$ cat src/fppc_pkg.sv
// Functional notes
// power press only requests, never switches supply
// press or wake while off starts power-up
// power-up drives power-good and reset, then ON
// drop supply request when chipset reports off
// force off if press unserviced in time; with an ACPI OS active no forced off
// firmware without OS masks SCI, uses SMI
// with ACPI OS, press raises SCI request
// reset press forwarded, independent of firmware
// identify press inverts identify LED
// identify LED holds until press or command
// power LED lit exactly while DC on
// ACPI: S5 off, S1 blink 1 Hz, S0 on
// buttons synchronised and debounced, one action
package fppc_pkg;
	localparam int unsigned CLK_HZ = 20000000;
	// debounce settle time
	localparam int unsigned DEBOUNCE_MS = 20;
	localparam int unsigned DEBOUNCE_CYC = CLK_HZ / 1000 * DEBOUNCE_MS;
	// forced off between four and five seconds: pick 4.5 s
	localparam int unsigned FORCE_OFF_MS = 4500;
	localparam int unsigned FORCE_OFF_CYC = CLK_HZ / 1000 * FORCE_OFF_MS;
	// supply settle before power-good
	localparam int unsigned PGOOD_DELAY_MS = 100;
	localparam int unsigned PGOOD_DELAY_CYC = CLK_HZ / 1000 * PGOOD_DELAY_MS;
	// reset held after power-good
	localparam int unsigned RESET_HOLD_MS = 10;
	localparam int unsigned RESET_HOLD_CYC = CLK_HZ / 1000 * RESET_HOLD_MS;
	// half period of ~1 Hz blink
	localparam int unsigned BLINK_HALF_MS = 500;
	localparam int unsigned BLINK_HALF_CYC = CLK_HZ / 1000 * BLINK_HALF_MS;
	// request pulse width to the chipset
	localparam int unsigned REQ_PULSE_CYC = 1;
	// acpi sleep state encoding
	localparam logic [1:0] SLP_S0 = 2'h0;
	localparam logic [1:0] SLP_S1 = 2'h1;
	localparam logic [1:0] SLP_S5 = 2'h3;
	typedef enum logic [1:0] {
		FPPC_OFF = 2'h0,
		FPPC_SUPPLY = 2'h1,
		FPPC_RESET = 2'h3,
		FPPC_ON = 2'h2
	} fppc_state_t;
endpackage

$ cat src/fppc_top.sv
`timescale 1ns/1ns
module fppc_top #(
	parameter int unsigned DEBOUNCE_CYC = fppc_pkg::DEBOUNCE_CYC,
	parameter int unsigned FORCE_OFF_CYC = fppc_pkg::FORCE_OFF_CYC,
	parameter int unsigned PGOOD_DELAY_CYC = fppc_pkg::PGOOD_DELAY_CYC,
	parameter int unsigned RESET_HOLD_CYC = fppc_pkg::RESET_HOLD_CYC,
	parameter int unsigned BLINK_HALF_CYC = fppc_pkg::BLINK_HALF_CYC
) (
	// clock, reset, enable
	input wire logic ref_clk,
	input wire logic sys_rst,
	input wire logic clk_en,
	// front panel buttons, active low, asynchronous
	input wire logic panel_power_press_n,
	input wire logic panel_reset_press_n,
	input wire logic panel_identify_press_n,
	// chipset status, asynchronous
	input wire logic chipset_wake,
	input wire logic chipset_off,
	input wire logic [1:0] acpi_sleep_state,
	input wire logic acpi_os_active,
	// identify command from management firmware, same clock
	input wire logic identify_cmd_valid,
	input wire logic identify_cmd_on,
	// requests to chipset
	output logic power_button_req,
	output logic sci_req,
	output logic reset_req,
	// power sequencing
	output logic supply_on_request,
	output logic power_good,
	output logic board_reset_n,
	// lamps, active low
	output logic identify_lamp_n,
	output logic power_lamp_n
);
	localparam int CW = 32;
	localparam logic [CW-1:0] ONE = 32'h00000001;

	// last cycle of an interval; a zero length wraps to the longest interval
	function automatic logic cnt_done(input logic [CW-1:0] cnt,
		input logic [CW-1:0] len);
		return cnt >= len - ONE;
	endfunction

	// two-stage synchronisers for all asynchronous inputs
	logic [6:0] sync_a;
	logic [6:0] sync_b;
	always_ff @(posedge ref_clk) begin
		if (sys_rst) begin
			sync_a <= 7'h07;
			sync_b <= 7'h07;
		end else if (clk_en) begin
			sync_a <= {acpi_os_active, acpi_sleep_state, chipset_off,
				panel_identify_press_n, panel_reset_press_n,
				panel_power_press_n};
			sync_b <= sync_a;
		end
	end
	logic os_s;
	logic [1:0] slp_s;
	logic off_s;
	assign os_s = sync_b[6];
	assign slp_s = sync_b[5:4];
	assign off_s = sync_b[3];

	// wake line: separate sync, edge detected after second stage
	logic wake_a;
	logic wake_b;
	logic wake_d;
	always_ff @(posedge ref_clk) begin
		if (sys_rst) begin
			wake_a <= 1'b0;
			wake_b <= 1'b0;
			wake_d <= 1'b0;
		end else if (clk_en) begin
			wake_a <= chipset_wake;
			wake_b <= wake_a;
			wake_d <= wake_b;
		end
	end
	logic wake_edge;
	assign wake_edge = wake_b & ~wake_d;

	// debounce: a level must hold DEBOUNCE_CYC before it is accepted
	logic [2:0] btn_stable;
	logic [2:0] btn_press;
	logic [CW-1:0] db_cnt [3];
	always_ff @(posedge ref_clk) begin
		if (sys_rst) begin
			btn_stable <= 3'h0;
			btn_press <= 3'h0;
			for (int i = 0; i < 3; i++) begin
				db_cnt[i] <= '0;
			end
		end else if (clk_en) begin
			for (int i = 0; i < 3; i++) begin
				btn_press[i] <= 1'b0;
				if (~sync_b[i] == btn_stable[i]) begin
					db_cnt[i] <= '0;
				end else if (cnt_done(db_cnt[i],
					DEBOUNCE_CYC[CW-1:0])) begin
					db_cnt[i] <= '0;
					btn_stable[i] <= ~sync_b[i];
					// one pulse per accepted press edge only
					btn_press[i] <= ~sync_b[i];
				end else begin
					db_cnt[i] <= db_cnt[i] + ONE;
				end
			end
		end
	end
	logic pwr_press;
	logic rst_press;
	logic id_press;
	assign pwr_press = btn_press[0];
	assign rst_press = btn_press[1];
	assign id_press = btn_press[2];

	// power sequencer; the button never touches the supply directly
	fppc_pkg::fppc_state_t state;
	logic [CW-1:0] seq_cnt;
	logic [CW-1:0] force_cnt;
	logic force_arm;
	always_ff @(posedge ref_clk) begin
		if (sys_rst) begin
			state <= fppc_pkg::FPPC_OFF;
			seq_cnt <= '0;
		end else if (clk_en) begin
			case (state)
				fppc_pkg::FPPC_OFF: begin
					seq_cnt <= '0;
					if (pwr_press | wake_edge) begin
						state <= fppc_pkg::FPPC_SUPPLY;
					end
				end
				fppc_pkg::FPPC_SUPPLY: begin
					if (cnt_done(seq_cnt, PGOOD_DELAY_CYC[CW-1:0])) begin
						seq_cnt <= '0;
						state <= fppc_pkg::FPPC_RESET;
					end else begin
						seq_cnt <= seq_cnt + ONE;
					end
				end
				fppc_pkg::FPPC_RESET: begin
					if (cnt_done(seq_cnt, RESET_HOLD_CYC[CW-1:0])) begin
						seq_cnt <= '0;
						state <= fppc_pkg::FPPC_ON;
					end else begin
						seq_cnt <= seq_cnt + ONE;
					end
				end
				fppc_pkg::FPPC_ON: begin
					// chipset reached off, or firmware never answered
					if (off_s | (force_arm &&
						cnt_done(force_cnt, FORCE_OFF_CYC[CW-1:0]))) begin
						state <= fppc_pkg::FPPC_OFF;
					end
				end
				default: state <= fppc_pkg::FPPC_OFF;
			endcase
		end
	end

	// forced-off watchdog, armed by a press while on without an OS
	always_ff @(posedge ref_clk) begin
		if (sys_rst) begin
			force_arm <= 1'b0;
			force_cnt <= '0;
		end else if (clk_en) begin
			if (state != fppc_pkg::FPPC_ON) begin
				force_arm <= 1'b0;
				force_cnt <= '0;
			end else if (pwr_press & ~force_arm) begin
				// an OS may legitimately sleep instead; watchdog covers
				// only firmware without an OS servicing the SMI
				force_arm <= ~os_s;
				force_cnt <= '0;
			end else if (force_arm) begin
				force_cnt <= force_cnt + ONE;
			end
		end
	end

	// supply request follows every state but off
	always_ff @(posedge ref_clk) begin
		if (sys_rst) begin
			supply_on_request <= 1'b0;
		end else if (clk_en) begin
			supply_on_request <= (state != fppc_pkg::FPPC_OFF);
		end
	end

	// power good leads reset release by the whole hold time
	always_ff @(posedge ref_clk) begin
		if (sys_rst) begin
			power_good <= 1'b0;
		end else if (clk_en) begin
			power_good <= (state == fppc_pkg::FPPC_RESET) |
				(state == fppc_pkg::FPPC_ON);
		end
	end

	// board leaves reset only in the on state
	always_ff @(posedge ref_clk) begin
		if (sys_rst) begin
			board_reset_n <= 1'b0;
		end else if (clk_en) begin
			board_reset_n <= (state == fppc_pkg::FPPC_ON);
		end
	end

	// power request goes to the chipset, never to the supply
	always_ff @(posedge ref_clk) begin
		if (sys_rst) begin
			power_button_req <= 1'b0;
		end else if (clk_en) begin
			power_button_req <= pwr_press &
				(state == fppc_pkg::FPPC_ON);
		end
	end

	// sci only while an os is there to take it
	always_ff @(posedge ref_clk) begin
		if (sys_rst) begin
			sci_req <= 1'b0;
		end else if (clk_en) begin
			sci_req <= pwr_press & os_s &
				(state == fppc_pkg::FPPC_ON);
		end
	end

	// no firmware gate on the reset path
	always_ff @(posedge ref_clk) begin
		if (sys_rst) begin
			reset_req <= 1'b0;
		end else if (clk_en) begin
			reset_req <= rst_press &
				(state == fppc_pkg::FPPC_ON);
		end
	end

	// identify lamp: press toggles, command loads identify_cmd_on; press wins ties
	logic id_lit;
	always_ff @(posedge ref_clk) begin
		if (sys_rst) begin
			id_lit <= 1'b0;
		end else if (clk_en) begin
			if (id_press) begin
				id_lit <= ~id_lit;
			end else if (identify_cmd_valid) begin
				id_lit <= identify_cmd_on;
			end
		end
	end

	// ~1 Hz blink generator
	logic [CW-1:0] blink_cnt;
	logic blink;
	always_ff @(posedge ref_clk) begin
		if (sys_rst) begin
			blink_cnt <= '0;
			blink <= 1'b0;
		end else if (clk_en) begin
			if (cnt_done(blink_cnt, BLINK_HALF_CYC[CW-1:0])) begin
				blink_cnt <= '0;
				blink <= ~blink;
			end else begin
				blink_cnt <= blink_cnt + ONE;
			end
		end
	end

	// lamp drive, active low
	logic pwr_lit;
	always_comb begin
		pwr_lit = 1'b0;
		if (supply_on_request) begin
			pwr_lit = 1'b1;
			if (os_s) begin
				case (slp_s)
					fppc_pkg::SLP_S5: pwr_lit = 1'b0;
					fppc_pkg::SLP_S1: pwr_lit = blink;
					fppc_pkg::SLP_S0: pwr_lit = 1'b1;
					default: pwr_lit = 1'b1;
				endcase
			end
		end
	end

	// identify lamp pin, dark out of reset
	always_ff @(posedge ref_clk) begin
		if (sys_rst) begin
			identify_lamp_n <= 1'b1;
		end else if (clk_en) begin
			identify_lamp_n <= ~id_lit;
		end
	end

	// power lamp pin, flopped so the blink has no glitches
	always_ff @(posedge ref_clk) begin
		if (sys_rst) begin
			power_lamp_n <= 1'b1;
		end else if (clk_en) begin
			power_lamp_n <= ~pwr_lit;
		end
	end
endmodule

$ cat config.mk
export PLATFORM = sky130hd
export DESIGN_NAME = fppc_top
export DESIGN_NICKNAME = d
export VERILOG_FILES = /design/src/fppc_pkg.sv /design/src/fppc_top.sv
export SDC_FILE = /design/constraint.sdc
export NUM_CORES = 1
export LEC_CHECK = 0
export BUFFER_PORTS_ARGS = -buffer_cell sky130_fd_sc_hd__buf_2
export CORE_MARGIN = 3
export CORE_UTILIZATION = 50
export CTS_CLUSTER_SIZE = 25
export DETAILED_ROUTE_END_ITERATION = 8
export GPL_TIMING_DRIVEN = 0
export PLACE_DENSITY = 0.66
export SYNTH_ARGS = -nofsm -noshare
export SYNTH_HDL_FRONTEND = slang
export SYNTH_SLANG_ARGS = --single-unit
$ cat constraint.sdc
create_clock -name ref_clk -period 6.5 [get_ports ref_clk]
set_input_delay 0.65 -clock ref_clk [delete_from_list [all_inputs] [get_ports ref_clk]]
set_output_delay 0.65 -clock ref_clk [all_outputs]
set_load 0.01 [all_outputs]
==> Word level (Yosys, flattened, before mapping) <==
Memory sizes are Yosys's and may differ from the RTL's.
Index checks and enable logic that the tools add are counted.
Widths: inputs -> output; s select.
{ "word_totals": {"n_memories": 1, "ram_bits": 96, "regBits": 132, "out_inout_bits": 8, "elab_cells": 175, "rom_bits": 0, "latch_bits": 0} }
{ "op_classes": {"n_lt_le_gt_ge": 7, "addsub": 6, "n_eq_ne": 13, "reduce_logical": 16, "bitwise_logic": 30, "div": 0, "shifts": 0, "mul": 0, "n_mux": 78} }
{ "mem_list": {"columns": ["memory", "words", "word_bits", "rd", "rd_ports_with_merged_regs", "write_ports", "line_no", "source"], "rows": [
  ["db_cnt", 3, 32, 3, 0, 3, "fppc_top.sv:88", "logic [CW-1:0] db_cnt [3];"]
]} }
{ "op_table": {"columns": ["op", "n"], "rows": [
  ["$mux 32", 15],
  ["$add 32x1->32 const B", 6],
  ["$ge 32x19->1 const B", 3],
  ["$pmux 32 s3", 1],
  ["$mux 1", 56],
  ["$ge 32x18->1 const B", 1],
  ["$ge 32x21->1 const B", 1],
  ["$ge 32x24->1 const B", 1],
  ["$ge 32x27->1 const B", 1],
  ["$not 1->1", 12],
  ["$or 1x1->1", 12],
  ["$ne 2x2->1 const B", 5],
  ["$reduce_and 2->1", 5],
  ["$reduce_and 3->1", 3],
  ["$mux 2", 4],
  ["$pmux 2 s4", 1],
  ["$and 1x1->1", 6],
  ["$eq 2x2->1 const B", 3],
  ["$reduce_bool 2->1", 3],
  ["$reduce_bool 3->1", 2],
  ["$reduce_and 5->1", 1],
  ["$eq 2x1->1 const B", 2],
  ["$eq 1x1->1", 3],
  ["$logic_not 2->1", 1],
  ["other kinds (2)", 2]
]} }

==> Logic depth before layout (Yosys ltp) <==
Gate-level depths: netlist of run 1.
{ "logic_depth": {"word_depth": 9, "ltp_mapped": 9, "ltp_nobuf": 7} }

==> Worst setup path before layout of run 1 <==
Ideal clock, no wire load.
{ "synth_timing": {"path_kind": "input port to flip-flop", "start": "input port clk_en", "end": "memory db_cnt[0][0], enable pin", "required_ns": 6.113, "arrival_time_ns": 1.959, "path_stages": 4, "path_slack_ns": 4.155, "path_cell_list": "clkbuf_1 clkbuf_1 nor2_1 inv_1"} }
{ "synth_rtl": {"columns": ["element", "line_no", "source"], "rows": [
  ["start, declared", "fppc_top.sv:12", "input wire logic clk_en,"],
  ["end, declared", "fppc_top.sv:88", null]
]} }

==> results of run 1 <==
-- Yosys cell counts (all sizes together) (2+ instances only) --
library cell,count
or4,3
edfxtp,96
mux2i,18
a22oi,2
nor2b,4
nor3,33
a211oi,6
a31oi,9
a21oi,29
xnor2,42
o221ai,13
nand2b,5
a21o,5
o21a,6
a31o,2
a311oi,4
nor4b,3
a32o,2
o21ai,25
and2,15
nor3b,3
o31a,2
or3,10
ha,6
inv,23
clkbuf,24
dfxtp,132
xor2,55
nor2,189
and3,32
nand2,115
and4,9
or2,3
o41ai,5
o211ai,13
nor4,19
buf,17
nand4,36
nand3,49
o31ai,6
-- cells by family (layout without fill, tap and decap cells) --
kind of cell	Yosys count	after routing	synth area share [%]
AND/OR/NAND/NOR	530	530	24.7
flip-flops	228	228	52.5
AO/OA/AOI/OAI	142	142	9.47
XOR/XNOR	97	97	8.07
buffers and inverters	64	129	2.79
multiplexers	18	18	1.71
adder cells (fa/ha/maj)	6	6	0.713
other	1	39	0.0356
-- state kept, by name, summed over array words and instances, names as in the netlist, 2 cells and up --
| name | flops |
|---|---|
| btn_press | 3 |
| blink_cnt | 32 |
| sync_a | 7 |
| btn_stable | 3 |
| sync_b | 7 |
| force_cnt | 32 |
| db_cnt | 96 |
| seq_cnt | 32 |
| state | 2 |
-- worst max-delay path, delay by kind of cell --
kind	cells	cell delay, ps
buffers and inverters	4	1820
and+or+nand+nor	1	240
-- power groups by stage --
stage | combinational [mW] | sequential, mW | clock (mW)
after floorplan | 0.111 | 1.60 | 0
after CTS | 0.156 | 1.58 | 1.44
after global placement | 0.154 | 1.61 | 0
after detailed placement | 0.155 | 1.61 | 0
final | 0.157 | 1.58 | 1.41
after global routing | 0.176 | 1.59 | 1.50
-- layer usage --
metal	global-route usage, %	up-vias	share of wire [%]
li1	-	4039	-
met1	26.6	3717	49
met2	29.8	97	45
met3	2.84	28	3.3
met4	4.22	0	1.9
met5	0	-	0
-- worst max-delay path by stage --
stage                 from            end  slack, ps
global placement    clk_en   db_cnt[0][1]       3330
floorplan           clk_en   db_cnt[0][0]       4150
finish              clk_en  db_cnt[2][11]       3880
CTS                 clk_en  db_cnt[2][28]       3880
global route        clk_en  db_cnt[2][28]       3660
detailed placement  clk_en   db_cnt[2][3]       3350
-- layout make-up --
type	instances	area [um2]	share of cell area, %
multi-input combinational	832	4850	40.7
tap	270	338	2.83
buffer	41	208	1.74
sequential	228	5530	46.3
clock inverter	13	118	0.986
timing repair buffer	20	100	0.839
inverter	23	86.3	0.723
clock buffer	32	706	5.91
-- stage by stage --
step	util, %	total power [mW]
floorplan	-	1.71
global placement	54.2	1.76
global route	58.2	3.27
detailed placement	54.2	1.76
finish	58.2	3.14
CTS	58.2	3.18
==> results_dict.tcl, run 1 <==
set metrics [dict create \
    root_buffer "clkbuf_16" \
    antenna_found_initial 0 \
    dp_slack_ps 3350 \
    rr_worst_depth 9 \
    holdBufCountCts 0 \
    startpoint_type "input pin" \
    cp_max_fo 32 \
    nets 1190 \
    cpMostUsedCell "clkbuf_1" \
    rows 52 \
    io_buffers 20 \
    relSlewSlack_pct 18.5 \
    status "completed" \
    synth_seq_cells 228 \
    critical_path.cell_chain "buf_2 -> clkbuf_1 -> clkbuf_1 -> nor2_1 -> inv_1" \
    rsz0062_at_grt "false" \
    post_cts.repair.setup_buffers 0 \
    dieWidth_um 151 \
    worst_slew_pin_slew_ps 1220 \
    holdWs_ps 368 \
    clock_latency_ps 510 \
    syn_to_final_growth_pct 13.3 \
    cts_tree "done" \
    drcViolationCount 0 \
    cpPeakStageDelay_ps 950 \
    vias_per_cell 5.40 \
    power_switching_share_pct 22.4 \
    pwr-share-seq_pct 50.2 \
    core_area_um2 20500 \
    postRouteAntennaNets 0 \
    power.internal_mw 2.44 \
    ctsResizeCount 0 \
    holdPathEnd "sync_a[1]" \
    hpwl_mm 14.1 \
    synth_area_leaders "edfxtp_1, dfxtp_1, nor2_1" \
    synth_area_um2 10500 \
    setup_viol 0 \
    n_antenna_cell 0 \
    fin_tns_setup_ps 0 \
    instances_no_fill 1459 \
    clk_pin_slew_ps 60 \
    yosysTopAreaCell "edfxtp_1" \
    cap_violations 0 \
    min_path_cells 3 \
    place_congestion 0.803 \
    die_h_um 151 \
    grt_max_degree 33 \
    numClockSinks 228 \
    r2r_slack_ps 4030 \
    hold_viol 0 \
    fill_cells 1810 \
    drive_gt1_share_pct 8.33 \
    fin_crit_sh_pct 40.4 \
    cts_buffers 25 \
    start_util_pct 51.4 \
    io_pins 21 \
    final_common_cell "nor2_1" \
    synth_cells 1086 \
    synth-edff-count 96 \
    ys_types 69 \
    track_usage_pct 18.5 \
    overflow 0 \
    period_needed_ps 2620 \
    p_switching_mw 0.704 \
    yosysWarningCount 0 \
    async_flop_share_pct 0 \
    layout_common_cells "nor2_1, dfxtp_1, nand2_1, edfxtp_1, xor2_1" \
    dpl_cell_area_um2 11100 \
    stdcell_area_um2 11900 \
    wl_mm 20.9 \
    power_leakage_nw 4.33 \
    synth_top_area_share_pct 27.4 \
    grt_pass1_vias 7353 \
    max_freq_ghz 0.381 \
    p_clk_share_pct 44.8 \
    grt_pass1_wl_mm 35.3 \
    dp_cells 1414 \
    fin_ws_ps 3880 \
    yosysSeqAreaShare_pct 52.5 \
    cts_buffer_depth 3 \
    endpoint_kind "flop" \
    worstHoldPathType "input pin to flop" \
    rr_endpoint "db_cnt[1][12]" \
    required_ps 6620 \
    slew_viol_final 0 \
    synthFlopType "dfxtp_1" \
    syn_avg_cell_area_um2 9.70 \
    ir_worst_vdd_mv 0.200 \
    comb_power_share_pct 5.0 \
    timing.rr.start "db_cnt[1][0]" \
    drtPass1Iterations 5 \
    arrival_ps 2740 \
    die-area_um2 22800 \
    drt_iter0_markers 457 \
    vias 7881 \
    routedWlPerCell_um 14.4 \
    hold_start "panel_reset_press_n" \
    power_density_nw_per_um2 263 \
    critical_path_class "input pin to flop" \
    htree_levels 1 \
    skew_ps 9.44 \
    crit_slowest_cell "inv_1" \
]
Note: power is estimated with default switching activity, not from simulation.
==> run 2, diff against run 1 <==
- ABC_AREA: unset -> 1
- PLACE_DENSITY: 0.66 -> 0.68
- clock period: 6.5 -> 2.15 ns (I/O delays scaled with it)
==> results_dict.tcl, run 2 <==
set metrics [dict create \
    worst_slew_pin_slew_ps 934 \
    slew_viol_final 0 \
    fill_cells 1883 \
    track_usage_pct 19.0 \
    relSlewSlack_pct 37.7 \
    die_h_um 153 \
    pwr-share-seq_pct 51.5 \
    synth_area_leaders "edfxtp_1, dfxtp_1, nand2_1" \
    skew_ps 14.5 \
    wl_mm 22.4 \
    p_clk_share_pct 43.8 \
    vias_per_cell 5.14 \
    cap_violations 0 \
    grt_pass1_wl_mm 38.2 \
    postRouteAntennaNets 0 \
    power_density_nw_per_um2 737 \
    synth_cells 1326 \
    setup_viol 0 \
    holdPathEnd "id_lit" \
    rr_worst_depth 9 \
    clock_latency_ps 520 \
    met2_usage_pct 31.5 \
    synth-edff-count 96 \
    ir_worst_vdd_mv 0.633 \
    vias 8848 \
    r2r_slack_ps 80 \
    top_register "db_cnt" \
    hold_viol 0 \
    dieWidth_um 153 \
    rr_endpoint "db_cnt[2][11]" \
    async_flop_share_pct 0 \
    timing.rr.start "db_cnt[2][0]" \
    hold_start "identify_cmd_valid" \
    cts_tree "done" \
    comb_power_share_pct 4.8 \
    status "completed" \
    endpoint_kind "flop" \
    dp_slack_ps -698 \
    crit_start "db_cnt[2][0]" \
    die-area_um2 23400 \
    cpMostUsedCell "nand2_1" \
    clk_pin_slew_ps 60 \
    hpwl_mm 15.4 \
    synth_top_area_share_pct 26.8 \
    yosysSeqAreaShare_pct 51.3 \
    power.internal_mw 7.11 \
    antenna_found_initial 0 \
    start_util_pct 51.1 \
    drive_gt1_share_pct 10.2 \
    grt_max_degree 42 \
    ys_types 51 \
    holdWs_ps 35.5 \
    rows 53 \
    overflow 0 \
    n_antenna_cell 0 \
    core_area_um2 21100 \
    drt_iter0_markers 579 \
    fin_crit_sh_pct 96.3 \
    yosysTopAreaCell "edfxtp_1" \
    htree_levels 1 \
    fin_util_pct 59.4 \
    seqCellArea_um2 5530 \
    routedWlPerCell_um 13.0 \
    crit_slowest_cell "edfxtp_1" \
    io_buffers 19 \
    cts_buffers 25 \
    busiest_layer "met2" \
    use_met1_pct 25.9 \
    power_leakage_nw 4.61 \
    drtPass1Iterations 5 \
    final_common_cell "nand2_1" \
    startpoint_type "flop" \
    root_buffer "clkbuf_16" \
    required_ps 2420 \
    nets 1450 \
    yosysWarningCount 0 \
    synth_area_um2 10800 \
    power_switching_share_pct 22.9 \
    period_needed_ps 2070 \
    arrival_ps 2340 \
    grt_use_met3_pct 2.77 \
    layout_common_cells "nand2_1, nor2_1, inv_1, dfxtp_1, edfxtp_1" \
    critical_path_class "flop to flop" \
    drcViolationCount 0 \
    synth_seq_cells 228 \
    min_path_cells 4 \
    syn_avg_cell_area_um2 8.13 \
    worstHoldPathType "input pin to flop" \
    numClockSinks 228 \
    synth_most_common_cell "nand2_1" \
    cp_max_fo 10 \
    max_freq_ghz 0.483 \
    synthFlopType "dfxtp_1" \
    io_pins 21 \
    p_switching_mw 2.12 \
    multiInputGateArea_um2 4850 \
    critical_path.cell_chain "ha_1 -> nand2_1 -> nor2_2 -> a31oi_1 -> o31ai_2 -> nand2_1 -> nand3_4 -> buf_4 -> a21oi_1" \
    fin_ws_ps 80.4 \
    fin_tns_setup_ps 0 \
    place_congestion 0.877 \
    syn_to_final_growth_pct 16.2 \
    synthTopCellsByCount "nand2_1, nor2_1, inv_1, dfxtp_1, edfxtp_1" \
    largest_reg_flops 96 \
    cts_buffer_depth 3 \
    cpPeakStageDelay_ps 400 \
    grt_pass1_vias 8347 \
]
## run 2: cell type report
cell class | count | share of cell area [%]
flip-flops and latches | 228 | 44.2
multi-input cells | 947 | 38.7
clock buffers | 31 | 5.34
inverters | 165 | 5.01
well taps | 275 | 2.75
repair buffers | 38 | 2.09
plain buffers | 24 | 1.02
clock inverters | 13 | 0.800
repair inverters | 2 | 0.120
## run 2: through the flow
stage / cell area [um2] / power, mW / cells
2_1_floorplan: 10900 / 5.11 / 1364
3_3_place_gp: 11400 / 5.25 / 1658
3_5_place_dp: 11400 / 5.25 / 1658
4_1_cts: 12300 / 9.31 / 1716
5_1_grt: 12500 / 9.57 / 1723
6_report: 12500 / 9.23 / 1723
## run 2: cells by family after synthesis
| kind of cell | count (synthesis) | share of synthesized area (%) |
|---|---|---|
| AO/OA/AOI/OAI | 177 | 9.51 |
| other | 1 | 0.0348 |
| adder cells (fa/ha/maj) | 6 | 0.697 |
| XOR/XNOR | 41 | 3.33 |
| buffers and inverters | 189 | 6.75 |
| AND/OR/NAND/NOR | 684 | 28.4 |
| flip-flops | 228 | 51.3 |
## run 2: worst max-delay path, delay by kind of cell (launching register included)
kind	cells	cell delay, ps
buffers and inverters	1	200
adders and majority gates	1	180
AOI/OAI and AO/OA	3	440
and+or+nand+nor	4	600
DFF	1	400
## run 2: timing repair
action                                  4_1_cts  5_1_grt
hold buffers                                  8        0
pin swaps                                     1        7
buffers inserted                              4        7
resized for setup                            15       39
endpoints found under the setup margin      113      130
cloned                                        2        0
endpoints found under the hold margin         8        0
## run 2: how the worst max path moves through the flow
stage / slack [ps] / to
after global routing: -40 / db_cnt[2][11]
after floorplan: 200 / db_cnt[0][15]
after detailed placement: -700 / db_cnt[2][9]
final: 80 / db_cnt[2][11]
after global placement: -710 / db_cnt[2][9]
after CTS: 4 / seq_cnt[19]
## run 2: routing by layer
metal / up-vias / routed length (um)
met4: 0 / 650
met5: - / 0
met1: 4050 / 10600
li1: 4617 / -
met3: 39 / 879
met2: 142 / 10300
## run 2: power by group through the flow
stage	clock, mW	combinational, mW	sequential, mW
after floorplan	0	0.292	4.82
after global placement	0	0.410	4.84
after detailed placement	0	0.412	4.84
after CTS	4.13	0.434	4.74
after global routing	4.30	0.501	4.76
final	4.04	0.441	4.75
